**src/shared/cpd_pkg.sv**
```systemverilog
// Constants and types shared by the configuration port access decoder
package cpd_pkg;
   // Access state, Gray coded along run -> configuration -> run
   typedef enum logic [0:0] {
      CPD_ST_RUN = 1'b0,
      CPD_ST_CFG = 1'b1
   } cpd_state_t;

   // Key bytes written to the configuration port
   localparam logic [7:0]  CPD_KEY_ENTER   = 8'h55;
   localparam logic [7:0]  CPD_KEY_EXIT    = 8'hAA;

   // Indices reached through the index and data ports
   localparam logic [7:0]  CPD_IDX_LDN     = 8'h07;
   localparam logic [7:0]  CPD_IDX_BASE_LO = 8'h26;
   localparam logic [7:0]  CPD_IDX_BASE_HI = 8'h27;

   // Strap-selected base address bytes
   localparam logic [7:0]  CPD_LOW_STRAP0  = 8'h2E;
   localparam logic [7:0]  CPD_LOW_STRAP1  = 8'h4E;
   localparam logic [7:0]  CPD_HIGH_STRAP0 = 8'h16;
   localparam logic [7:0]  CPD_HIGH_STRAP1 = 8'h00;

   // Reset values held until the straps are caught
   localparam logic [7:0]  CPD_RST_BASE_LO = 8'h2E;
   localparam logic [7:0]  CPD_RST_BASE_HI = 8'h00;
   localparam logic [7:0]  CPD_RST_BYTE    = 8'h00;
   localparam logic [1:0]  CPD_RST_STRAP   = 2'h0;

   // Data port sits one address above the index port
   localparam logic [15:0] CPD_DATA_OFFSET = 16'h0001;
endpackage : cpd_pkg

```
**src/verilog/cpd_config_port_decoder.sv**
```systemverilog
// Configuration port access decoder: strap latch, key state machine, index/data ports
// Notes on behaviour
// Reset leaves run state, all devices disabled
// Index and data ports work only in configuration
// Low strap picks low byte 0x2E or 0x4E
// High strap picks high byte 0x16 or 0x00
// Defaults are 002E, 004E, 162E or 164E
// Indices 0x26/0x27 relocate the port address
// Key 0x55 enters configuration state
// Key 0xAA returns to run state
// Index at base, data at base plus one
// Host selects device via index 0x07 first
// Only run and configuration; run accepts entry
// Other run-state writes to port are ignored
`timescale 1ns/10ps
`default_nettype none
module cpd_config_port_decoder (
   input  wire logic                  sys_clk_in,
   input  wire logic                  rst_in,
   input  wire logic                  cfg_addr_low_strap_in,
   input  wire logic                  cfg_addr_high_strap_in,
   input  wire logic                  io_wr_in,
   input  wire logic                  io_rd_in,
   input  wire logic [15:0]           io_addr_in,
   input  wire logic [7:0]            io_wdata_in,
   input  wire logic [7:0]            cfg_rdata_in,
   output logic      [7:0]            io_rdata_out,
   output logic                       io_claim_out,
   output cpd_pkg::cpd_state_t        cfg_state_out,
   output logic                       cfg_wr_out,
   output logic      [7:0]            cfg_index_out,
   output logic      [7:0]            cfg_wdata_out,
   output logic      [7:0]            ldn_out,
   output logic      [15:0]           cfg_base_addr_out,
   output logic      [1:0]            base_addr_strap_value_out
);
   import cpd_pkg::*;

   cpd_state_t  state_q,   state_d;
   logic        strap_done_q, strap_done_d;
   logic [1:0]  strap_q,   strap_d;
   logic [7:0]  base_lo_q, base_lo_d;
   logic [7:0]  base_hi_q, base_hi_d;
   logic [7:0]  index_q,   index_d;
   logic [7:0]  ldn_q,     ldn_d;
   logic [7:0]  rdata_q,   rdata_d;
   logic [7:0]  wdata_q,   wdata_d;
   logic        claim_q,   claim_d;
   logic        cfg_wr_q,  cfg_wr_d;
   logic [15:0] base_addr;
   logic        hit_cfg;
   logic        hit_data;

   // Address compare against a port, shared by both port decodes
   function automatic logic port_hit(input logic [15:0] addr, input logic [15:0] port);
      port_hit = (addr == port);
   endfunction : port_hit

   // Port decode; a relocation takes effect the cycle after the data write
   assign base_addr = {base_hi_q, base_lo_q};
   assign hit_cfg   = port_hit(io_addr_in, base_addr);
   assign hit_data  = port_hit(io_addr_in, 16'(base_addr + CPD_DATA_OFFSET));

   // Next state: strap capture on the first edge after reset, then host cycles
   always_comb begin
      state_d      = state_q;
      strap_done_d = 1'b1;
      strap_d      = strap_q;
      base_lo_d    = base_lo_q;
      base_hi_d    = base_hi_q;
      index_d      = index_q;
      ldn_d        = ldn_q;
      rdata_d      = rdata_q;
      wdata_d      = wdata_q;
      claim_d      = 1'b0;
      cfg_wr_d     = 1'b0;
      if (!strap_done_q) begin
         // Straps are level inputs; catching them clocked keeps reset purely constant
         strap_d   = {cfg_addr_high_strap_in, cfg_addr_low_strap_in};
         base_lo_d = cfg_addr_low_strap_in  ? CPD_LOW_STRAP1  : CPD_LOW_STRAP0;
         base_hi_d = cfg_addr_high_strap_in ? CPD_HIGH_STRAP1 : CPD_HIGH_STRAP0;
      end else begin
         case (state_q)
            CPD_ST_RUN: begin
               // Only the entry key counts; every other run access is left alone
               if (io_wr_in && hit_cfg && io_wdata_in == CPD_KEY_ENTER) begin
                  state_d = CPD_ST_CFG;
                  claim_d = 1'b1;
               end
            end
            CPD_ST_CFG: begin
               if (io_wr_in && hit_cfg) begin
                  claim_d = 1'b1;
                  if (io_wdata_in == CPD_KEY_EXIT) begin
                     state_d = CPD_ST_RUN;
                  end else begin
                     index_d = io_wdata_in;
                  end
               end else if (io_wr_in && hit_data) begin
                  claim_d = 1'b1;
                  case (index_q)
                     CPD_IDX_LDN:     ldn_d     = io_wdata_in;
                     CPD_IDX_BASE_LO: base_lo_d = io_wdata_in;
                     CPD_IDX_BASE_HI: base_hi_d = io_wdata_in;
                     default: begin
                        cfg_wr_d = 1'b1;
                        wdata_d  = io_wdata_in;
                     end
                  endcase
               end else if (io_rd_in && hit_cfg) begin
                  claim_d = 1'b1;
                  rdata_d = index_q;
               end else if (io_rd_in && hit_data) begin
                  claim_d = 1'b1;
                  case (index_q)
                     CPD_IDX_LDN:     rdata_d = ldn_q;
                     CPD_IDX_BASE_LO: rdata_d = base_lo_q;
                     CPD_IDX_BASE_HI: rdata_d = base_hi_q;
                     default:         rdata_d = cfg_rdata_in;
                  endcase
               end
            end
            default: state_d = CPD_ST_RUN;
         endcase
      end
   end

   // State registers; device number zero keeps every logical device disabled
   always_ff @(posedge sys_clk_in or posedge rst_in) begin
      if (rst_in) begin
         state_q      <= CPD_ST_RUN;
         strap_done_q <= 1'b0;
         strap_q      <= CPD_RST_STRAP;
         base_lo_q    <= CPD_RST_BASE_LO;
         base_hi_q    <= CPD_RST_BASE_HI;
         index_q      <= CPD_RST_BYTE;
         ldn_q        <= CPD_RST_BYTE;
         rdata_q      <= CPD_RST_BYTE;
         wdata_q      <= CPD_RST_BYTE;
         claim_q      <= 1'b0;
         cfg_wr_q     <= 1'b0;
      end else begin
         state_q      <= state_d;
         strap_done_q <= strap_done_d;
         strap_q      <= strap_d;
         base_lo_q    <= base_lo_d;
         base_hi_q    <= base_hi_d;
         index_q      <= index_d;
         ldn_q        <= ldn_d;
         rdata_q      <= rdata_d;
         wdata_q      <= wdata_d;
         claim_q      <= claim_d;
         cfg_wr_q     <= cfg_wr_d;
      end
   end

   // Outputs straight from flip-flops
   assign io_rdata_out              = rdata_q;
   assign io_claim_out              = claim_q;
   assign cfg_state_out             = state_q;
   assign cfg_wr_out                = cfg_wr_q;
   assign cfg_index_out             = index_q;
   assign cfg_wdata_out             = wdata_q;
   assign ldn_out                   = ldn_q;
   assign cfg_base_addr_out         = base_addr;
   assign base_addr_strap_value_out = strap_q;
endmodule : cpd_config_port_decoder
`default_nettype wire

```
**config.mk**
```make
export PLATFORM = sky130hd
export DESIGN_NAME = cpd_config_port_decoder
export DESIGN_NICKNAME = d
export VERILOG_FILES = /design/src/shared/cpd_pkg.sv /design/src/verilog/cpd_config_port_decoder.sv
export SDC_FILE = /design/constraint.sdc
export NUM_CORES = 1
export LEC_CHECK = 0
export BUFFER_PORTS_ARGS = -buffer_cell sky130_fd_sc_hd__clkbuf_2
export CAP_MARGIN = 20
export CELL_PAD_IN_SITES_DETAIL_PLACEMENT = 0
export CELL_PAD_IN_SITES_GLOBAL_PLACEMENT = 1
export CORE_MARGIN = 4
export CORE_UTILIZATION = 36
export CTS_BUF_LIST = sky130_fd_sc_hd__clkbuf_4 sky130_fd_sc_hd__clkbuf_8 sky130_fd_sc_hd__clkbuf_16
export DETAILED_ROUTE_END_ITERATION = 10
export PLACE_DENSITY_LB_ADDON = 0.1
export SYNTH_ARGS = -nofsm -noshare
export SYNTH_HDL_FRONTEND = slang
export SYNTH_SLANG_ARGS = --single-unit
```
**constraint.sdc**
```tcl
create_clock -name sys_clk_in -period 3.3 [get_ports sys_clk_in]
set_clock_uncertainty 0.15 [all_clocks]
set_input_delay 0.165 -clock sys_clk_in [delete_from_list [all_inputs] [get_ports sys_clk_in]]
set_output_delay 0.165 -clock sys_clk_in [all_outputs]
set_load 0.05 [all_outputs]
```
==> results.sh <==
export IMPL_outcome="finished, final reports clean"
export IMPL_peakVddDrop_uv=209.9
export IMPL_io_buffers=90
export IMPL_critical_path_class="register to register"
export IMPL_gr_total_overflow=0
export IMPL_postRouteAntennaNets=0
export IMPL_antenna_found_initial=0
export IMPL_grt_pass1_wl_um=16500
export IMPL_drt_pass1_iterations=4
export IMPL_post_route_util_pct=46.02
export IMPL_vias_per_cell=5.399
export IMPL_multi_input_area_sq_um=1834
export IMPL_powerDensity_nw_per_um2=315.5
export IMPL_grt_use_total_pct=19.72
export IMPL_cts_root_buf="clkbuf_8"
export IMPL_final_common_cell="clkbuf_2"
export IMPL_cts_sinks=54
export IMPL_cts_tree="done"
export IMPL_vias=2721
export IMPL_min_path_type="input port to register"
export IMPL_ff_latch_area_sq_um=1356
export IMPL_num_antenna_cells=0
export IMPL_synthCells=295
export IMPL_cp_start_kind="register"
export IMPL_layout_min_cycle_time_ns=3.142
export IMPL_ys_warn_count=0
export IMPL_initial_utilization_pct=37.35
export IMPL_layout_setup_ws_ns=0.1585
export IMPL_drv_cap=0
export IMPL_placedCellCount=492
export IMPL_place_gp_congestion=0.8802
export IMPL_die_y_um=103.6
export IMPL_synth_nets=334
export IMPL_synth_cell_types=54
export IMPL_synth_avg_cell_area_sq_um=11.15
export IMPL_grt_pass1_vias=2811
export IMPL_rows=34
export IMPL_dpl_hpwl_um=7996
export IMPL_ys_seq_area_share_pct=41.23
export IMPL_area_growth_syn_to_layout_pct=23.20
export IMPL_synth_seq_cells=54
export IMPL_required_ns=3.36
export IMPL_fin_total_pwr_mw=1.278
export IMPL_clkTransAtPathRegs_ns=0.11
export IMPL_final_cells=504
export IMPL_final_hold_violation_count=0
export IMPL_die_w_um=103.6
export IMPL_setup_viol=0
export IMPL_worst_setup_path_end_kind="register"
export IMPL_post_route_period_util_pct=95.20
export IMPL_nets=434
export IMPL_cts_made_buffers=5
export IMPL_die_area_sq_um=10730
export IMPL_synth_async_sr_flop_share_pct=100.0
export IMPL_drt_wl_total_um=10350
export IMPL_max_clock_freq_mhz=318.3
export IMPL_clock_latency_ns=0.32
export IMPL_h_tree_depth=2
export IMPL_drc=0
export IMPL_clk_path_buf_depth=2
export IMPL_critPathMaxFanout=8
export IMPL_drt_iter0_markers=127
export IMPL_slew_viol_final=0
export IMPL_synth_edf_count=0
export IMPL_drive_gt1_share_pct=42.68
export IMPL_io_pins=91
export IMPL_p_leak_nw=1.865
export IMPL_worstMarginPinSlew_ns=0.6766
export IMPL_syn_cell_area_sq_um=3289
export IMPL_fp_coreArea_sq_um=8806
export IMPL_yosys_most_used_dff="dfrtp_1"
export IMPL_final_fill_count=873
export IMPL_relSlewSlack_pct=54.80
export IMPL_cp_arrival_ns=3.20
export IMPL_grt_max_degree=28
export IMPL_cts_resized=0
export IMPL_routedWlPerCell_um=20.53
export IMPL_rsz0062_at_grt="no"
export IMPL_layout_common_cells="clkbuf_2, dfrtp_1, mux2_2"
export IMPL_finalSetupTns_ns=0
export IMPL_place_ws_ns=0.1054
## final timing paths
check | cells past startpoint | to | startpoint | slack (ns)
max in group asynchronous | 5 | base_lo_q[2] | rst_in | 1.97
setup reg to reg | 9 | cfg_wdata_out[4] | base_lo_q[1] | 0.16
hold / removal | 3 | base_lo_q[3] | io_wdata_in[3] | 0.05
setup / recovery | 9 | cfg_wdata_out[4] | base_lo_q[1] | 0.16
hold reg to reg | 1 | base_addr_strap_value_out[1] | base_addr_strap_value_out[1] | 0.34
min in group asynchronous | 3 | cfg_index_out[0] | rst_in | 0.27
## metal layers
metal  routed length [um]  up-vias  GRT usage (%)
li1                     -     1293              -
met1                 4903     1352          27.61
met2                 4882       63          31.45
met3                  408       13          3.980
met4                  155        0          4.843
met5                    0        -              0
## where the power goes
group	switching (mW)	internal, mW
Combinational	0.114	0.0658
Sequential	0.0183	0.671
Clock	0.251	0.158
## flip-flops by register name (all words and copies together), names as in the netlist
signal                     count
io_rdata_out                   8
base_lo_q                      8
ldn_out                        8
cfg_state_out                  1
base_hi_q                      8
io_claim_out                   1
strap_done_q                   1
cfg_wdata_out                  8
cfg_wr_out                     1
cfg_index_out                  8
base_addr_strap_value_out      2
## cell type report
type / count / area share, %
flip-flops and latches: 54 / 33.47
multi-input cells: 219 / 45.26
repair buffers: 108 / 14.88
inverters: 7 / 0.6483
clock inverters: 3 / 0.7101
clock buffers: 5 / 1.698
well taps: 108 / 3.334
## per-stage QoR
step,area [sq um],hold WS [ns]
finish,4053,0.05040
global route,4053,0.08101
CTS,4038,0.04955
detailed placement,3920,0.1108
global placement,3900,0.1960
floorplan,3289,0.07037
## cell usage after synthesis (all sizes together) (5+ instances only)
master / n / area share (%)
nor4: 7 / 2.2
xnor2: 9 / 2.4
nor2b: 11 / 2.1
nand4: 8 / 1.5
nor4bb: 5 / 1.5
nor2: 18 / 2.1
inv: 7 / 0.80
mux2i: 24 / 7.3
buf: 7 / 1.3
mux2: 42 / 14
clkbuf: 8 / 0.95
a21oi: 8 / 1.2
nand3: 7 / 1.1
nand2: 10 / 1.1
a221o: 8 / 2.4
xor2: 12 / 3.4
dfrtp: 50 / 38
## cells by family (layout without fill, tap and decap cells)
kind of cell	after synthesis	count (layout)	synth area share, %
flip-flops	54	54	41.23
XOR/XNOR	22	22	6.505
AND/OR/NAND/NOR	90	90	17.54
buffers and inverters	22	123	3.005
AO/OA/AOI/OAI	39	39	9.548
multiplexers	66	66	21.68
adder cells (fa/ha/maj)	1	1	0.3803
other	1	1	0.1140
## what timing repair did
action                                  CTS  global route
hold endpoints to repair                 29             0
setup buffers                             0             2
hold buffers                              2             0
endpoints found under the setup margin    0            16
## critical path, stage by stage, from the launching register on
cell and delay, ns:
dfstp_2 0.63, ha_1 0.22, and4b_1 0.21, a21oi_1 0.06, a2111oi_2 0.38, o2111ai_1 0.16, or3_4 0.44, nand4bb_1 0.26
buf_4 0.24, mux2_2 0.27
(Power assumes the default switching activity.)
